## src/hw/wdt_pkg.sv

```systemverilog
// Behaviour
// RL1: Mode register accepts only first write.
// RL2: Second mode write raises internal reset.
// RL3: Mode register resets to 67H.
// RL4: Bits 4:3 pick ring, crystal or stop.
// RL5: Bits 2:0 pick period 2^11/2^13 upward.
// RL6: Start on ring oscillator, period code 111.
// RL7: Software writes bits 7:5 as 011.
// RL8: Software writes mode register byte-wide only.
// RL9: Mode write clears the counter.
// RL10: Key ACH to restart clears counter.
// RL11: Other restart values raise internal reset.
// RL12: Single-bit restart access raises internal reset.
// RL13: Restart register always reads 9AH.
// RL14: Fixed option ignores clock select, uses ring.
// RL15: Fixed option never stops, even in STOP.
// RL16: Counter overflow raises internal reset.
// RL17: Stopped counter suppresses misuse resets.
// RL18: Stoppable option holds count in HALT/STOP.
// RL19: Mode write inserts a CPU wait cycle.
// RL20: Watchdog reset sets cause flag bit 4.
// RL21: Reset request is one synchronous pulse.
package wdt_pkg;

    // Register addresses
    localparam logic [15:0] WATCHDOG_MODE_ADDR = 16'hFF98;
    localparam logic [15:0] WATCHDOG_RESTART_KEY_ADDR = 16'hFF99;

    // Reset values and fixed codes
    localparam logic [7:0] WATCHDOG_MODE_RST = 8'h67;
    localparam logic [7:0] RESTART_KEY = 8'hAC;
    localparam logic [7:0] RESTART_READ_VALUE = 8'h9A;
    localparam logic [2:0] MODE_TOP_BITS = 3'h3;
    localparam logic [7:0] UNMAPPED_READ = 8'h00;

    // Field positions inside the mode register, and the cause flag bit
    localparam int CLK_SEL_STOP_POS = 4;
    localparam int CLK_SEL_SOURCE_POS = 3;
    localparam int PERIOD_SEL_MSB = 2;
    localparam int CAUSE_FLAG_POS = 4;

    // Period exponents and counter size
    localparam logic [4:0] RING_BASE_EXP = 5'h0B;
    localparam logic [4:0] XTAL_BASE_EXP = 5'h0D;
    localparam int CNT_W = 20;
    localparam logic [4:0] CNT_W_EXP = 5'h14;

    // Crystal enable divider from the system clock
    localparam int XTAL_DIV_DEFAULT = 2;

    // Mode register write lock
    typedef enum logic [1:0] {
        MODE_OPEN = 2'b01,
        MODE_LOCKED = 2'b10
    } mode_lock_e;

    // Reset source codes
    localparam logic [1:0] SRC_NONE = 2'h0;
    localparam logic [1:0] SRC_OVERFLOW = 2'h1;
    localparam logic [1:0] SRC_MISUSE = 2'h2;

endpackage

```

## src/hw/wdt_ctl_if.sv

```systemverilog
`timescale 1ns/100ps
interface wdt_ctl_if;
    logic tick;
    logic clr;
    logic sel_xtal;
    logic [2:0] period;
    logic ovf;

    modport ctl (
        output tick,
        output clr,
        output sel_xtal,
        output period,
        input ovf
    );

    modport cnt (
        input tick,
        input clr,
        input sel_xtal,
        input period,
        output ovf
    );
endinterface

```

## src/hw/wdt_counter.sv

```systemverilog
`timescale 1ns/100ps
module wdt_counter
    import wdt_pkg::*;
(
    input wire logic clk_sys_i,
    input wire logic rst_i,
    wdt_ctl_if.cnt ctl
);

    logic [CNT_W-1:0] count_ff;
    logic ovf_ff;
    logic [CNT_W-1:0] terminal;

    // Last count value of the selected period, 2^n - 1
    function automatic logic [CNT_W-1:0] period_last(
        input logic sel_xtal,
        input logic [2:0] code
    );
        logic [4:0] exp;
        logic [CNT_W-1:0] ones;
        exp = (sel_xtal ? XTAL_BASE_EXP : RING_BASE_EXP) + {2'b00, code};
        ones = '1;
        period_last = ones >> (CNT_W_EXP - exp); // RL5
    endfunction

    assign terminal = period_last(ctl.sel_xtal, ctl.period);

    // Count, clear has priority over a tick
    always_ff @(posedge clk_sys_i) begin
        if (rst_i) begin
            count_ff <= '0;
        end else if (ctl.clr) begin
            count_ff <= '0; // RL9 RL10
        end else if (ctl.tick) begin
            if (count_ff >= terminal) begin
                count_ff <= '0;
            end else begin
                count_ff <= count_ff + 1'b1;
            end
        end
    end

    // Overflow pulse on the tick that ends the period
    always_ff @(posedge clk_sys_i) begin
        if (rst_i) begin
            ovf_ff <= 1'b0;
        end else begin
            ovf_ff <= ctl.tick && !ctl.clr && (count_ff >= terminal); // RL16
        end
    end

    assign ctl.ovf = ovf_ff;

endmodule // wdt_counter

```

## src/hw/loop_detect_watchdog.sv

```systemverilog
`timescale 1ns/100ps
module loop_detect_watchdog
    import wdt_pkg::*;
#(
    parameter bit FIXED_RING_OSC = 1'b0,
    parameter int XTAL_DIV = XTAL_DIV_DEFAULT
) (
    input wire logic clk_sys_i,
    input wire logic rst_i,
    input wire logic [15:0] addr_i,
    input wire logic wr_i,
    input wire logic rd_i,
    input wire logic bit_op_i,
    input wire logic [7:0] wdata_i,
    input wire logic ring_osc_i,
    input wire logic halt_i,
    input wire logic stop_i,
    input wire logic cause_clr_i,
    output logic [7:0] rdata_o,
    output logic wait_o,
    output logic rst_req_o,
    output logic [1:0] rst_src_o,
    output logic watchdog_reset_cause_flag_o,
    output logic mode_locked_o,
    output logic running_o
);

    ////////////////////////////////////////////////////////////////////////
    // Declarations
    ////////////////////////////////////////////////////////////////////////

    localparam int DIV_W = (XTAL_DIV > 1) ? $clog2(XTAL_DIV) : 1;
    localparam logic [DIV_W-1:0] DIV_LAST = DIV_W'(XTAL_DIV - 1);

    wdt_ctl_if ctl_bus ();

    logic [7:0] watchdog_mode_ff;
    logic [7:0] nxt_watchdog_mode;
    mode_lock_e lock_ff;
    logic [2:0] ring_sync_ff;
    logic ring_level_ff;
    logic ring_tick;
    logic [DIV_W-1:0] xtal_div_ff;
    logic xtal_tick;
    logic mode_wr;
    logic restart_wr;
    logic mode_accept;
    logic restart_ok;
    logic misuse;
    logic stopped;
    logic src_xtal;
    logic standby;
    logic [7:0] rdata_ff;
    logic wait_ff;
    logic rst_req_ff;
    logic [1:0] rst_src_ff;
    logic cause_flag_ff;
    logic running_ff;

    ////////////////////////////////////////////////////////////////////////
    // Helpers
    ////////////////////////////////////////////////////////////////////////

    // Address match for a register slot
    function automatic logic addr_hit(
        input logic [15:0] addr,
        input logic [15:0] slot
    );
        addr_hit = (addr == slot);
    endfunction

    ////////////////////////////////////////////////////////////////////////
    // Ring oscillator input
    ////////////////////////////////////////////////////////////////////////

    // Three-stage synchroniser for the free-running oscillator pin
    generate
        for (genvar i = 0; i < 3; i++) begin : g_ring_sync
            if (i == 0) begin : g_first
                always_ff @(posedge clk_sys_i) begin
                    if (rst_i) begin
                        ring_sync_ff[i] <= 1'b0;
                    end else begin
                        ring_sync_ff[i] <= ring_osc_i;
                    end
                end
            end else begin : g_next
                always_ff @(posedge clk_sys_i) begin
                    if (rst_i) begin
                        ring_sync_ff[i] <= 1'b0;
                    end else begin
                        ring_sync_ff[i] <= ring_sync_ff[i-1];
                    end
                end
            end
        end
    endgenerate

    // Accept a new level once stages two and three agree
    always_ff @(posedge clk_sys_i) begin
        if (rst_i) begin
            ring_level_ff <= 1'b0;
        end else if (ring_sync_ff[1] == ring_sync_ff[2]) begin
            ring_level_ff <= ring_sync_ff[2];
        end
    end

    // One tick per accepted rising edge
    assign ring_tick = (ring_sync_ff[1] == ring_sync_ff[2]) &&
                       ring_sync_ff[2] && !ring_level_ff;

    ////////////////////////////////////////////////////////////////////////
    // Crystal clock enable
    ////////////////////////////////////////////////////////////////////////

    // Divider giving one enable pulse per crystal period
    always_ff @(posedge clk_sys_i) begin
        if (rst_i) begin
            xtal_div_ff <= '0;
        end else if (xtal_div_ff == DIV_LAST) begin
            xtal_div_ff <= '0;
        end else begin
            xtal_div_ff <= xtal_div_ff + 1'b1;
        end
    end

    assign xtal_tick = (xtal_div_ff == DIV_LAST);

    ////////////////////////////////////////////////////////////////////////
    // Access decode
    ////////////////////////////////////////////////////////////////////////

    // Writes to the two register slots
    assign mode_wr = wr_i && addr_hit(addr_i, WATCHDOG_MODE_ADDR);
    assign restart_wr = wr_i && addr_hit(addr_i, WATCHDOG_RESTART_KEY_ADDR);

    // Only the first mode write after reset takes effect
    assign mode_accept = mode_wr && (lock_ff == MODE_OPEN); // RL1

    // Valid restart: byte access carrying the key
    assign restart_ok = restart_wr && !bit_op_i &&
                        (wdata_i == RESTART_KEY); // RL10

    // Stop field only exists in the stoppable option
    assign stopped = !FIXED_RING_OSC &&
                     watchdog_mode_ff[CLK_SEL_STOP_POS]; // RL4 RL14

    // Crystal source only in the stoppable option
    assign src_xtal = !FIXED_RING_OSC &&
                      watchdog_mode_ff[CLK_SEL_SOURCE_POS]; // RL4 RL14

    // Standby freezes the count only when the option allows it
    assign standby = !FIXED_RING_OSC && (halt_i || stop_i); // RL15 RL18

    // Misuse of either register, silenced while stopped
    always_comb begin
        misuse = 1'b0;
        if (mode_wr && (lock_ff == MODE_LOCKED)) begin
            misuse = 1'b1; // RL2
        end
        if (restart_wr && bit_op_i) begin
            misuse = 1'b1; // RL12
        end
        if (restart_wr && (wdata_i != RESTART_KEY)) begin
            misuse = 1'b1; // RL11
        end
        if (stopped) begin
            misuse = 1'b0; // RL17
        end
    end

    ////////////////////////////////////////////////////////////////////////
    // Mode register
    ////////////////////////////////////////////////////////////////////////

    // Value stored by an accepted write
    always_comb begin
        nxt_watchdog_mode = wdata_i;
        if (FIXED_RING_OSC) begin
            nxt_watchdog_mode = {MODE_TOP_BITS, 2'b00,
                                 wdata_i[PERIOD_SEL_MSB:0]}; // RL7 RL14
        end
    end

    // Mode register storage
    always_ff @(posedge clk_sys_i) begin
        if (rst_i) begin
            watchdog_mode_ff <= WATCHDOG_MODE_RST; // RL3 RL6
        end else if (mode_accept) begin
            watchdog_mode_ff <= nxt_watchdog_mode; // RL1
        end
    end

    // Write lock closes on the first mode write
    always_ff @(posedge clk_sys_i) begin
        if (rst_i) begin
            lock_ff <= MODE_OPEN;
        end else begin
            unique case (lock_ff)
                MODE_OPEN: begin
                    if (mode_wr) begin
                        lock_ff <= MODE_LOCKED; // RL1
                    end
                end
                MODE_LOCKED: begin
                    lock_ff <= MODE_LOCKED;
                end
                default: begin
                    lock_ff <= MODE_LOCKED;
                end
            endcase
        end
    end

    ////////////////////////////////////////////////////////////////////////
    // Counter control
    ////////////////////////////////////////////////////////////////////////

    // Tick from the selected source unless stopped or in standby
    assign ctl_bus.tick = !stopped && !standby &&
                          (src_xtal ? xtal_tick : ring_tick); // RL4 RL18
    assign ctl_bus.clr = mode_accept || restart_ok; // RL9 RL10
    assign ctl_bus.sel_xtal = src_xtal;
    assign ctl_bus.period = watchdog_mode_ff[PERIOD_SEL_MSB:0]; // RL5

    // Period counter
    wdt_counter u_counter (
        .clk_sys_i(clk_sys_i),
        .rst_i(rst_i),
        .ctl(ctl_bus.cnt)
    );

    ////////////////////////////////////////////////////////////////////////
    // Reset request and cause
    ////////////////////////////////////////////////////////////////////////

    // Single-cycle reset request to the reset controller
    always_ff @(posedge clk_sys_i) begin
        if (rst_i) begin
            rst_req_ff <= 1'b0;
        end else begin
            rst_req_ff <= misuse || ctl_bus.ovf; // RL16 RL21
        end
    end

    // Source of the last request, held until reset
    always_ff @(posedge clk_sys_i) begin
        if (rst_i) begin
            rst_src_ff <= SRC_NONE;
        end else if (ctl_bus.ovf) begin
            rst_src_ff <= SRC_OVERFLOW; // RL21
        end else if (misuse) begin
            rst_src_ff <= SRC_MISUSE; // RL21
        end
    end

    // Cause flag, a new request wins over a clear
    always_ff @(posedge clk_sys_i) begin
        if (rst_i) begin
            cause_flag_ff <= 1'b0;
        end else if (misuse || ctl_bus.ovf) begin
            cause_flag_ff <= 1'b1; // RL20
        end else if (cause_clr_i) begin
            cause_flag_ff <= 1'b0;
        end
    end

    ////////////////////////////////////////////////////////////////////////
    // CPU side answers
    ////////////////////////////////////////////////////////////////////////

    // One wait cycle after every mode write
    always_ff @(posedge clk_sys_i) begin
        if (rst_i) begin
            wait_ff <= 1'b0;
        end else begin
            wait_ff <= mode_wr; // RL19
        end
    end

    // Registered read data
    always_ff @(posedge clk_sys_i) begin
        if (rst_i) begin
            rdata_ff <= UNMAPPED_READ;
        end else if (rd_i) begin
            if (addr_hit(addr_i, WATCHDOG_MODE_ADDR)) begin
                rdata_ff <= watchdog_mode_ff; // RL1
            end else if (addr_hit(addr_i, WATCHDOG_RESTART_KEY_ADDR)) begin
                rdata_ff <= RESTART_READ_VALUE; // RL13
            end else begin
                rdata_ff <= UNMAPPED_READ;
            end
        end
    end

    // Counter running status
    always_ff @(posedge clk_sys_i) begin
        if (rst_i) begin
            running_ff <= 1'b0;
        end else begin
            running_ff <= !stopped && !standby; // RL15 RL18
        end
    end

    ////////////////////////////////////////////////////////////////////////
    // Outputs
    ////////////////////////////////////////////////////////////////////////

    assign rdata_o = rdata_ff;
    assign wait_o = wait_ff;
    assign rst_req_o = rst_req_ff;
    assign rst_src_o = rst_src_ff;
    assign watchdog_reset_cause_flag_o = cause_flag_ff;
    assign mode_locked_o = lock_ff[1]; // One-hot locked bit
    assign running_o = running_ff;

endmodule // loop_detect_watchdog

```

## config.mk

```make
export PLATFORM = sky130hd
export DESIGN_NAME = loop_detect_watchdog
export DESIGN_NICKNAME = d
export VERILOG_FILES = /design/src/hw/wdt_pkg.sv /design/src/hw/wdt_ctl_if.sv /design/src/hw/wdt_counter.sv /design/src/hw/loop_detect_watchdog.sv
export SDC_FILE = /design/constraint.sdc
export NUM_CORES = 1
export LEC_CHECK = 0
export BUFFER_PORTS_ARGS = -buffer_cell sky130_fd_sc_hd__buf_2
export CAP_MARGIN = 20
export CELL_PAD_IN_SITES_DETAIL_PLACEMENT = 1
export CELL_PAD_IN_SITES_GLOBAL_PLACEMENT = 2
export CORE_UTILIZATION = 34
export CTS_CLUSTER_DIAMETER = 120
export CTS_CLUSTER_SIZE = 24
export DETAILED_ROUTE_END_ITERATION = 10
export PLACE_DENSITY_LB_ADDON = 0.15
export SYNTH_ARGS = -nofsm -noshare
export SYNTH_HDL_FRONTEND = slang
export SYNTH_HIERARCHICAL = 1
export SYNTH_SLANG_ARGS = --single-unit
```

## constraint.sdc

```tcl
create_clock -name clk_sys_i -period 3.6 [get_ports clk_sys_i]
set_input_delay 0.54 -clock clk_sys_i [delete_from_list [all_inputs] [get_ports clk_sys_i]]
set_output_delay 0.54 -clock clk_sys_i [all_outputs]
set_load 0.03 [all_outputs]
```

### Word level (Yosys, flattened, before mapping)

Index checks and enable logic that the tools add are counted.

| storage, ports and cells | value |
|---|---|
| bits in registers | 50 |
| input port bits | 33 |
| output and inout bits | 15 |
| word-level logic and storage cells | 72 |

| operators by class | value |
|---|---|
| $add $sub $neg | 4 |
| order comparisons | 1 |
| equality and inequality tests | 8 |
| shift operators | 1 |
| mux-type cells | 15 |
| reductions and logical operators | 27 |

Operator list:

| operator | count |
|---|---|
| $eq 16x16->1 const B | 2 |
| $add 20x1->20 const B | 1 |
| $ge 20x20->1 | 1 |
| $mux 20 | 1 |
| $shr 20x5->20 const A | 1 |
| $mux 8 | 2 |
| $logic_and 1x1->1 | 14 |
| $mux 1 | 9 |
| $eq 8x8->1 const B | 1 |
| $ne 8x8->1 const B | 1 |
| $reduce_or 2->1 | 3 |
| $add 5x3->5 | 1 |
| $logic_not 1->1 | 5 |
| $sub 5x5->5 const A | 1 |
| $mux 2 | 2 |
| $reduce_bool 2->1 | 2 |
| $logic_or 1x1->1 | 3 |
| $mux 3 | 1 |
| $eq 2x1->1 const B | 1 |
| $eq 2x2->1 const B | 1 |
| $ne 2x2->1 const B | 1 |
| $add 1x1->1 const B | 1 |
| $eq 1x1->1 | 1 |

### Depth between registers and ports, before layout

Gate-level depths: netlist (run 1).

| depth | value |
|---|---|
| depth in word-level cells | 9 |
| depth in mapped cells | 18 |

### Cells and area by module

Netlist (run 1), hierarchy kept.

Modules (own cells, without submodules):

| module | instances | cells an instance | area an instance (um2) | seq. area each (um2) |
|---|---|---|---|---|
| wdt_counter | 1 | 197 | 1657.8 | 420.4 |
| loop_detect_watchdog | 1 | 131 | 1311.3 | 580.6 |

### Least setup slack after synthesis (run 1)

Ideal clock, no wire load.

| timing path | value |
|---|---|
| kind | flip-flop to flip-flop |
| from | register watchdog_mode_ff[3] |
| to | register u_counter.count_ff[10] |
| library setup time | 0.141 ns |
| arrival | 2.938 ns |
| data required time | 3.459 ns |
| setup slack | 0.522 ns |
| stages on the path, launching flop included | 18 |
| buffers on the path | 2 |
| clock period less this slack | 3.078 ns |
| cell sequence | dfxtp_1 -> ha_1 -> inv_1 -> ha_1 -> inv_1 -> ha_1 -> nand2_1 -> nor2_1 -> o21ai_0 -> ha_1 -> nand4_2 -> nor4_2 -> a22oi_1 -> o211ai_2 -> o21a_1 -> buf_6 -> buf_12 -> nor3_2 |

| on the way | value |
|---|---|
| word-level cells in the longest chain between the ends | 6 |
| elaborated cells on any way between the ends | 8 |

Ends and longest elaborated chain:

| what | line | source |
|---|---|---|
| start, declared | loop_detect_watchdog.sv:37 | `logic [7:0] watchdog_mode_ff;` |
| start signal, assigned | loop_detect_watchdog.sv:190 | `watchdog_mode_ff <= nxt_watchdog_mode;` |
| $mux 3 | wdt_counter.sv:21 | `exp = (sel_xtal ? XTAL_BASE_EXP : RING_BASE_EXP) + {2'b00, code};` |
| $add 5x3->5 | wdt_counter.sv:21 |  |
| $sub 5x5->5 | wdt_counter.sv:23 | `period_last = ones >> (CNT_W_EXP - exp);` |
| $shr 20x5->20 | wdt_counter.sv:23 |  |
| $ge 20x20->1 | wdt_counter.sv:35 | `if (count_ff >= terminal) begin` |
| $mux 20 | wdt_counter.sv:35 |  |
| end signal, assigned | wdt_counter.sv:38 | `count_ff <= count_ff + 1'b1;` |
| end, declared | wdt_counter.sv:10 | `logic [CNT_W-1:0] count_ff;` |

Parallel ways exist; a longest one is shown, timed or not.
A chain may end at the register's enable or synchronous reset.

### Worst setup path after layout (run 1)

| timing path | value |
|---|---|
| from | register watchdog_mode_ff[3] |
| to | register u_counter.count_ff[7] |

The elaborated chain is that of the path after synthesis.

==> results of run 1 <==
==> power groups by stage <==
stage / clock (mW) / sequential [mW] / combinational (mW)
2_1_floorplan: 0 / 0.583 / 0.0358
3_3_place_gp: 0 / 0.576 / 0.0762
3_5_place_dp: 0 / 0.576 / 0.0778
4_1_cts: 0.425 / 0.563 / 0.0778
5_1_grt: 0.447 / 0.564 / 0.0840
6_report: 0.409 / 0.563 / 0.0767
==> per-stage QoR <==
step | hold slack (ns) | setup slack (ns) | setup TNS (ns) | utilization, %
finish | 0.4090 | 0.2932 | 0 | 40.98
global route | 0.3934 | -0.004371 | -0.004371 | 40.98
CTS | 0.4023 | 0.1194 | 0 | 40.83
detailed placement | 0.4247 | 0.1396 | 0 | 39.48
global placement | 0.4078 | 0.3510 | 0 | 39.48
floorplan | 0.3935 | 0.5215 | 0 | -
==> worst max-delay path, cell delays in order, from the launching register on <==
cell      delay, ns
dfxtp_2        0.36
ha_1           0.29
inv_1          0.07
ha_1           0.14
inv_1          0.05
ha_1           0.37
nand2_1        0.13
nor2_2         0.16
o21ai_0        0.12
ha_1           0.32
nand4_2        0.17
nor4_4         0.32
a22oi_1        0.13
o211ai_2       0.08
o21a_1         0.17
buf_4          0.22
nor3_1         0.07
==> sequential cells by signal, indices dropped and copies added (netlist names) <==
signal	cells
u_counter/count_ff	20
rdata_o	8
watchdog_mode_ff	8
ring_sync_ff	3
lock_ff	2
rst_src_o	2
ring_level_ff	1
rst_req_o	1
running_o	1
u_counter/ctl.ovf	1
wait_o	1
watchdog_reset_cause_flag_o	1
xtal_div_ff	1
==> repair_timing <==
action / CTS / global route
endpoints found under the setup margin: 0 / 19
buffers inserted: 0 / 0
gates resized for setup: 0 / 3
==> worst paths after layout <==
kind                            to  slack (ns)  depth (start not counted)                start
max          u_counter/count_ff[7]        0.29                         16  watchdog_mode_ff[3]
min                      running_o        0.41                          2               stop_i
max reg2reg  u_counter/count_ff[7]        0.29                         16  watchdog_mode_ff[3]
min reg2reg            xtal_div_ff        0.44                          1          xtal_div_ff
==> final cells by class <==
cell class                 instances  area (um2)
tap                              105       131.4
timing repair buffer              51       265.3
fill                            1011        4922
multi-input combinational        252        1854
clock inverter                     1       30.03
clock buffer                       6       82.58
sequential                        50        1002
inverter                          14       52.55
==> cell families (layout without fill, tap and decap cells) <==
logic type | after synthesis | count (layout) | synth area share (%)
adders and majority gates | 27 | 27 | 11.38
DFF | 50 | 50 | 33.71
buffers and inverters | 26 | 72 | 4.214
AOI/OAI and AO/OA | 47 | 47 | 11.29
and+or+nand+nor | 151 | 151 | 31.06
xor gates and xnor gates | 18 | 18 | 5.310
muxes | 9 | 9 | 3.034
==> layer usage <==
layer  global-route usage, %  wire length, um  up-vias
met5                       0                0        -
li1                        -                -     1257
met4                   3.731               61        0
met1                   21.63             3399     1143
met2                   30.30             3449       39
met3                   3.030              187        5
==> placed cells by master (no fill, tap or decap), types with 5 or more instances in the layout <==
master and count:
dfxtp_1 49, buf_2 47, nor2_1 34, ha_1 27
nand2_1 23, a21oi_1 19, nor3_1 16, nand2b_1 15
inv_1 14, nand3_1 13, nor3_2 11, xor2_1 11
mux2i_1 9, nand4_1 7, xnor2_1 7, a21o_1 6
clkbuf_8 6, nand4b_1 5, o21ai_0 5
==> metrics.md, run 1 <==
| Metric | Value |
|---|---|
| Number of synthesized register bits | `50` |
| Synth area leader | `dfxtp_1` |
| Min-delay worst type | `primary input to flip-flop` |
| Pwr per Cell Area | `306.8 nW/um2` |
| TritonCTS Buffers | `5` |
| Ys async rst share | `0%` |
| Clock sinks | `50` |
| Post-DP HPWL | `5680 um` |
| Pin count of the biggest net entering global routing | `43` |
| DRC viols | `0` |
| Routed vias/inst | `5.102` |
| Die area | `9111 um2` |
| Initial antenna violation count | `0` |
| Cells after synthesis | `328` |
| Clock skew | `0.003036 ns` |
| DR iter-0 viols | `50` |
| Floorplan row count | `33` |
| Post-Syn Nets | `388` |
| Drt pass-1 iters | `4` |
| Layout cell share with drive strength beyond 1 | `23.26%` |
| Post-Place Cells | `472` |
| Crit Path Category | `flip-flop to flip-flop` |
| Seq/Total Area, Yosys | `33.71%` |
| Root Buffer | `clkbuf_8` |
| Mapped Area | `2969 um2` |
| Peak Freq | `302.4 MHz` |
| Top FF cell, synth | `dfxtp_1` |
| CTS max path bufs | `2` |
| Clk pin slew, worst setup/hold paths | `0.09 ns` |
| Placer Congestion | `0.7868` |
| Lkg Pwr | `1.611 nW` |
| Via Count | `2444` |
| CP required | `3.77 ns` |
| Synthesized area per cell | `9.052 um2` |
| Top cells by area, synth | `dfxtp_1 34%, ha_1 11%, nor2_1 4.4%` |
| Outcome | `finished clean` |
| Die W | `95.45 um` |
| Final Hold Fails | `0` |
| Synth Warn # | `6` |
| P_sw | `236.2 uW` |
| Ant diodes | `0` |
| Top-area cell type share of the netlist area | `33.71%` |
| I/O Pins | `48` |
| Pins over their slew limit | `0` |
| Number of I/O port buffers | `47` |
| Antenna Nets Post-Route | `0` |
| P_int | `812.5 uW` |
| Final worst-path cycle share | `91.86%` |
| Wire length of the first global-routing pass | `12250 um` |
| Fin nets | `434` |
| Min Tclk post-route | `3.307 ns` |
| # setup viols final | `0` |
| Slew Limit Headroom | `53.19%` |
| Worst IR Drop VDD | `130.0 uV` |
| Part of the power in the clock network | `39.0%` |
| Startpoint Class | `flip-flop` |
| Synth top cells by count | `50 x dfxtp_1, 35 x nor2_1, 27 x ha_1, 23 x nand2_1, 19 x a21oi_1` |
| Vias in the first global route | `2604` |
| Area growth syn-to-layout | `15.13%` |
| Layout Cells excl Fill | `479` |
| Most common cell in the netlist | `dfxtp_1` |
| Final Power | `1.049 mW` |
| Net Sw Frac | `22.52%` |
| Worst-Margin Slew | `0.7021 ns` |
| # Max-Cap Violations | `0` |
| Total congestion overflow | `0` |
| Post-route cell area | `3418 um2` |
| Synth unique cells | `49` |
| Placed instance area | `3293 um2` |
| H-tree depth | `2` |
| Core footprint | `8341 um2` |
| Initial Util | `35.60%` |
| WL/cell | `14.82 um` |
| Total Wirelength | `7099 um` |
| Clock Latency Late Sink | `0.30 ns` |
| CTS tree | `built` |
| Combinational power share | `7.3%` |
| Worst Path Arrival | `3.48 ns` |
| Sequential power share | `53.7%` |
| Element type at the critical path end | `flip-flop` |
| Crit-path max FO | `13` |
| GRT Total Usage | `17.16%` |
| Post-CTS Hold Buffers | `0` |
| Die height | `95.45 um` |
| Post-synth EDFFs | `0` |
No activity file was read; power rests on OpenSTA's default activity.
==> run 2: changes to the inputs <==
- CORE_UTILIZATION: 34 -> 35
- REMOVE_ABC_BUFFERS: default -> 1
- clock period: 3.6 -> 3.9 ns (I/O delays scaled with it)
==> run 2 against run 1 <==
Sequential power shrank 7.6%. Clock skew grew 0.0095 ns. Routed wire length grew 0.45%.
==> metrics.md, run 2 (synthesized netlist as in run 1, its figures left out) <==
| Metric | Value |
|---|---|
| Layout Cells excl Fill | `479` |
| Element type at the critical path end | `flip-flop` |
| Crit Path Category | `flip-flop to flip-flop` |
| Post-CTS Hold Buffers | `0` |
| # Max-Cap Violations | `0` |
| Area growth syn-to-layout | `15.89%` |
| Clock skew | `0.01251 ns` |
| TritonCTS Buffers | `5` |
| Number of I/O port buffers | `47` |
| Pins over their slew limit | `0` |
| Min-delay worst type | `flip-flop to flip-flop` |
| Initial antenna violation count | `0` |
| Floorplan row count | `33` |
| R2R cell count | `16` |
| Clock sinks | `50` |
| Post-DP HPWL | `5526 um` |
| Final hold slack | `0.4277 ns` |
| # setup viols final | `0` |
| CP max stage cell | `dfxtp_1` |
| Reg-to-reg startpoint | `watchdog_mode_ff[3]` |
| Ant diodes | `0` |
| H-tree depth | `2` |
| I/O Pins | `48` |
| Pwr per Cell Area | `305.9 nW/um2` |
| Wire length of the first global-routing pass | `12120 um` |
| Setup TNS | `0 ns` |
| CP Cell Sequence | `ha_1 > inv_1 > ha_1 > inv_1 > ha_1 > nand2_1 > nor2_1 > nand3_1 > ha_1 > nand4_2 > nor4_2 > a22oi_1 > o211ai_2 > o21a_1 > buf_12 > and2_1` |
| Max reg flops | `20` |
| WL/cell | `14.89 um` |
| Fillers | `992` |
| Peak Freq | `294.1 MHz` |
| Lkg Pwr | `1.604 nW` |
| Fin util | `41.88%` |
| Slew Limit Headroom | `53.67%` |
| DRC viols | `0` |
| Root Buffer | `clkbuf_8` |
| Register name with the most flops | `u_counter/count_ff` |
| Outcome | `finished clean` |
| Fin nets | `433` |
| Most frequent cells in the layout | `50 x dfxtp_1, 47 x buf_2, 35 x nor2_1` |
| Worst IR Drop VDD | `143.8 uV` |
| Worst path max stage delay | `0.45 ns` |
| Critical path's top delay family | `adder cells` |
| DR iter-0 viols | `70` |
| CTS tree | `built` |
| Layout cell share with drive strength beyond 1 | `22.73%` |
| Total Wirelength | `7131 um` |
| Routed vias/inst | `5.106` |
| Via Count | `2446` |
| Worst reg2reg path endpoint | `u_counter/ctl.ovf` |
| Most common cell after layout, fill and taps aside | `dfxtp_1` |
| Startpoint Class | `flip-flop` |
| Vias in the first global route | `2494` |
| Gates resized, CTS repair | `0` |
| Min Tclk post-route | `3.400 ns` |
| Antenna Nets Post-Route | `0` |
| Worst Path Arrival | `3.66 ns` |
| Die W | `94.11 um` |
| Worst path buffer plus inverter count | `3` |
| Post-Place Cells | `471` |
| Placer Congestion | `0.8086` |
| Total congestion overflow | `0` |
| Flop-to-flop setup slack | `0.50 ns` |
| Core footprint | `8217 um2` |
| GRT Total Usage | `17.64%` |
| Clock Latency Late Sink | `0.31 ns` |
| Crit-path max FO | `19` |
| CP Depth | `16` |
| Die area | `8856 um2` |
| Worst setup path start | `watchdog_mode_ff[3]` |
| Drt pass-1 iters | `4` |
| Worst-Margin Slew | `0.6949 ns` |
| Initial Util | `36.14%` |
| Final worst-path cycle share | `87.19%` |
| Pin count of the biggest net entering global routing | `43` |
| RSZ-0062 raised after global routing | `no` |
| CTS max path bufs | `2` |
| CP required | `4.16 ns` |
| Final Power | `1.053 mW` |
| Clk pin slew, worst setup/hold paths | `0.10 ns` |
| End point of the critical path | `u_counter/ctl.ovf` |
| Die height | `94.11 um` |
| Final Hold Fails | `0` |
| CP most frequent cell | `ha_1` |
| Post-CTS Setup Bufs | `0` |
## run 2: cell count changes in the layout (fill, tap and decap cells not counted), sizes merged
cell / delta
buf: -1
bufinv: +1
## run 2: power by group
| group | leakage, nW | switching [mW] | total (mW) | internal, mW |
|---|---|---|---|---|
| clock network | 0.0714 | 0.188 | 0.462 | 0.274 |
| logic | 1.13 | 0.0425 | 0.0704 | 0.0279 |
| registers | 0.405 | 0.00316 | 0.520 | 0.517 |
| total | 1.60 | 0.234 | 1.05 | 0.818 |
## run 2: stage by stage
stage / instance area [um2] / setup slack [ns]
final: 3441 / 0.4997
after global routing: 3441 / 0.1261
after CTS: 3441 / 0.4647
after detailed placement: 3298 / 0.4865
after global placement: 3298 / 0.6704
after floorplan: 2897 / 0.5851
## run 2: worst min path at each step
| stage | cells past startpoint | end | start | slack, ns |
|---|---|---|---|---|
| final | 1 | xtal_div_ff | xtal_div_ff | 0.43 |
| after global routing | 2 | running_o | stop_i | 0.43 |
| after CTS | 1 | xtal_div_ff | xtal_div_ff | 0.44 |
| after detailed placement | 1 | xtal_div_ff | xtal_div_ff | 0.42 |
| after global placement | 1 | xtal_div_ff | xtal_div_ff | 0.41 |
| after floorplan | 1 | xtal_div_ff | xtal_div_ff | 0.39 |
## run 2: per-layer routing
| layer | share of wire (%) | up-vias | wire, um | track usage, % |
|---|---|---|---|---|
| li1 | - | 1258 | - | - |
| met1 | 48 | 1151 | 3410 | 22.75 |
| met2 | 49 | 30 | 3478 | 30.47 |
| met3 | 2.4 | 7 | 174 | 3.074 |
| met4 | 0.95 | 0 | 68 | 3.846 |
| met5 | 0 | - | 0 | 0 |
## run 2: area by class of cell
class | instances | area (um2) | area share, %
Multi-Input combinational cell | 252 | 1843 | 53.56
Tap cell | 105 | 131.4 | 3.818
Timing Repair Buffer | 50 | 270.3 | 7.855
Inverter | 14 | 52.55 | 1.527
Clock inverter | 2 | 60.06 | 1.745
Clock buffer | 6 | 82.58 | 2.400
Sequential cell | 50 | 1001 | 29.09
==> run 3: changes to the inputs <==
- SYNTH_HIERARCHICAL: 1 -> default
==> run 3 against run 2 <==
Routed wire length fell by 0.11%. Clock-buffer cell count fell by 1. Cell count shrank 3.3%. Sequential power about the same. Non-clock buffer count shrank 1. Critical path type unchanged.
==> metrics.md, run 3 <==
| Metric | Value |
|---|---|
| Layout cell share with drive strength beyond 1 | `19.39%` |
| Core footprint | `7807 um2` |
| # Max-Cap Violations | `0` |
| Initial Util | `36.70%` |
| Final hold slack | `0.4219 ns` |
| CTS tree | `built` |
| Ant diodes | `0` |
| Pin count of the biggest net entering global routing | `31` |
| Synth unique cells | `49` |
| Worst IR Drop VDD | `109.0 uV` |
| Wire length of the first global-routing pass | `11720 um` |
| Clock skew | `0.009667 ns` |
| I/O Pins | `48` |
| Cells after synthesis | `317` |
| Post-CTS Hold Buffers | `0` |
| Crit Path Category | `flip-flop to flip-flop` |
| Final worst-path cycle share | `89.02%` |
| Worst-Margin Slew | `0.7692 ns` |
| # setup viols final | `0` |
| Net Sw Frac | `24.82%` |
| Lkg Pwr | `1.419 nW` |
| TritonCTS Buffers | `5` |
| Post-CTS Setup Bufs | `0` |
| Worst Path Arrival | `3.66 ns` |
| RSZ-0062 raised after global routing | `no` |
| Max reg flops | `20` |
| DR iter-0 viols | `48` |
| WL met2 | `3500 um` |
| Ys async rst share | `0%` |
| CTS max path bufs | `2` |
| Fin nets | `420` |
| Mapped Area | `2865 um2` |
| Seq. cell area | `1001 um2` |
| Routed vias/inst | `5.222` |
| Synth area leader | `dfxtp_1` |
| Worst path max stage delay | `0.45 ns` |
| CP required | `4.09 ns` |
| Gates resized, CTS repair | `0` |
| Total congestion overflow | `0` |
| Initial antenna violation count | `0` |
| Seq/Total Area, Yosys | `34.93%` |
| Most frequent cells in the layout | `50 x dfxtp_1, 47 x buf_2, 27 x ha_1` |
| WL/cell | `15.38 um` |
| Crit-path max FO | `14` |
| Root Buffer | `clkbuf_8` |
| Area occupied by multi-input gates | `1748 um2` |
| Number of synthesized register bits | `50` |
| P_sw | `219.7 uW` |
| Vias in the first global route | `2455` |
| CP most frequent cell | `ha_1` |
| Element type at the critical path end | `flip-flop` |
| Antenna Nets Post-Route | `0` |
| Clk pin slew, worst setup/hold paths | `0.10 ns` |
| Pwr per Cell Area | `270.7 nW/um2` |
| Top-area cell type share of the netlist area | `34.93%` |
| Slew Limit Headroom | `48.33%` |
| Clock Latency Late Sink | `0.31 ns` |
| Outcome | `finished clean` |
| Area growth syn-to-layout | `14.10%` |
| Synth Warn # | `0` |
| Synthesized area per cell | `9.039 um2` |
| Top cells by area, synth | `dfxtp_1 35%, ha_1 12%, xor2_1 4.6%` |
| Placer Congestion | `0.8973` |
| Max layer used | `met4` |
| Clock sinks | `50` |
| Sequential power share | `58.4%` |
| Drt pass-1 iters | `4` |
| Setup TNS | `0 ns` |
| Pins over their slew limit | `0` |
| Peak Freq | `288.0 MHz` |
| Metal3 WL | `257 um` |
| Top FF cell, synth | `dfxtp_1` |
| Min Tclk post-route | `3.472 ns` |
| Number of I/O port buffers | `47` |
| CP max stage cell | `o21ai_1` |
| GRT Total Usage | `17.25%` |
| Final Hold Fails | `0` |
| Post-DP HPWL | `5558 um` |
| Synth top cells by count | `50 x dfxtp_1, 27 x ha_1, 23 x a21oi_1, 20 x nor3_1` |
| Total Wirelength | `7123 um` |
| Die area | `8553 um2` |
| Combinational power share | `6.6%` |
| DRC viols | `0` |
| Die height | `92.48 um` |
| H-tree depth | `2` |
| Flop-to-flop setup slack | `0.43 ns` |
| Most common cell after layout, fill and taps aside | `dfxtp_1` |
| CP Cell Sequence | `ha_1 > inv_1 > ha_1 > inv_1 > ha_1 > nand2_1 > nor2_1 > nand3_1 > ha_1 > nand4_1 > nor2_1 > nand3_1 > o21ai_1 > buf_4 > nor3_1` |
| Register name with the most flops | `u_counter.count_ff` |
| M1 wire length | `3298 um` |
| P_int | `665.3 uW` |
| Post-synth EDFFs | `0` |
| Fillers | `951` |
| Via Count | `2418` |
| Part of the power in the clock network | `34.9%` |
| Die W | `92.48 um` |
| Startpoint Class | `flip-flop` |
| Floorplan row count | `32` |
| Min-delay worst type | `flip-flop to flip-flop` |
| Most common cell in the netlist | `dfxtp_1` |
==> run 3: cell types whose count changed after synthesis, sizes merged, moves of 5 or more <==
cell,before,now
nor2b,3,9
a211o,0,5
nand4,8,13
nand2,23,17
nor3,27,21
a21oi,19,24
nor2,35,17
==> run 3: kinds of logic after synthesis <==
logic type | count (synthesis) | share of synthesized area [%]
DFF | 50 | 34.93
buffers and inverters | 27 | 4.061
AOI/OAI and AO/OA | 59 | 14.72
xor gates and xnor gates | 19 | 5.808
muxes | 5 | 1.747
and+or+nand+nor | 130 | 26.94
adders and majority gates | 27 | 11.79
==> run 3: final timing paths <==
check / cells after the start / startpoint / to
max reg2reg: 15 / watchdog_mode_ff[3] / u_counter.count_ff[14]
min: 1 / xtal_div_ff / xtal_div_ff
min reg2reg: 1 / xtal_div_ff / xtal_div_ff
max: 15 / watchdog_mode_ff[3] / u_counter.count_ff[14]
==> run 3: area by class of cell <==
cell class,instances,area share (%)
Multi-Input combinational cell,240,53.46
Sequential cell,50,30.62
Timing Repair Buffer,49,7.654
Tap cell,102,3.904
Clock buffer,5,2.105
Inverter,14,1.607
Clock inverter,3,0.6506
==> run 3: routing by layer <==
metal / global-route usage, % / vias up
li1: - / 1227
met1: 20.87 / 1141
met2: 31.79 / 42
met3: 2.627 / 8
met4: 3.906 / 0
met5: 0 / -
==> run 3: through the flow <==
step | util [%] | instance area, um2 | cells | worst slack (ns) | power [mW]
finish | 41.88 | 3269 | 463 | 0.4282 | 0.8850
global route | 41.88 | 3269 | 463 | 0.06394 | 0.9218
CTS | 41.88 | 3269 | 463 | 0.3961 | 0.8978
detailed placement | 40.72 | 3179 | 455 | 0.4131 | 0.5887
global placement | 40.72 | 3179 | 455 | 0.5885 | 0.5879
floorplan | - | 2801 | 304 | 0.08169 | 0.5529
==> run 3: power groups by stage <==
| stage | combinational, mW | sequential [mW] | clock (mW) |
|---|---|---|---|
| after global placement | 0.0587 | 0.529 | 0 |
| final | 0.0588 | 0.517 | 0.309 |
| after detailed placement | 0.0595 | 0.529 | 0 |
| after global routing | 0.0640 | 0.518 | 0.340 |
| after CTS | 0.0598 | 0.517 | 0.321 |
| after floorplan | 0.0215 | 0.531 | 0 |
==> run 3: worst max-delay path: cells and delay by family (launching register included) <==
family | cells | cell delay, ns
fa+ha+maj | 4 | 1.11
simple gates | 7 | 0.91
compound gates | 1 | 0.45
flops | 1 | 0.44
buf+inv | 3 | 0.42
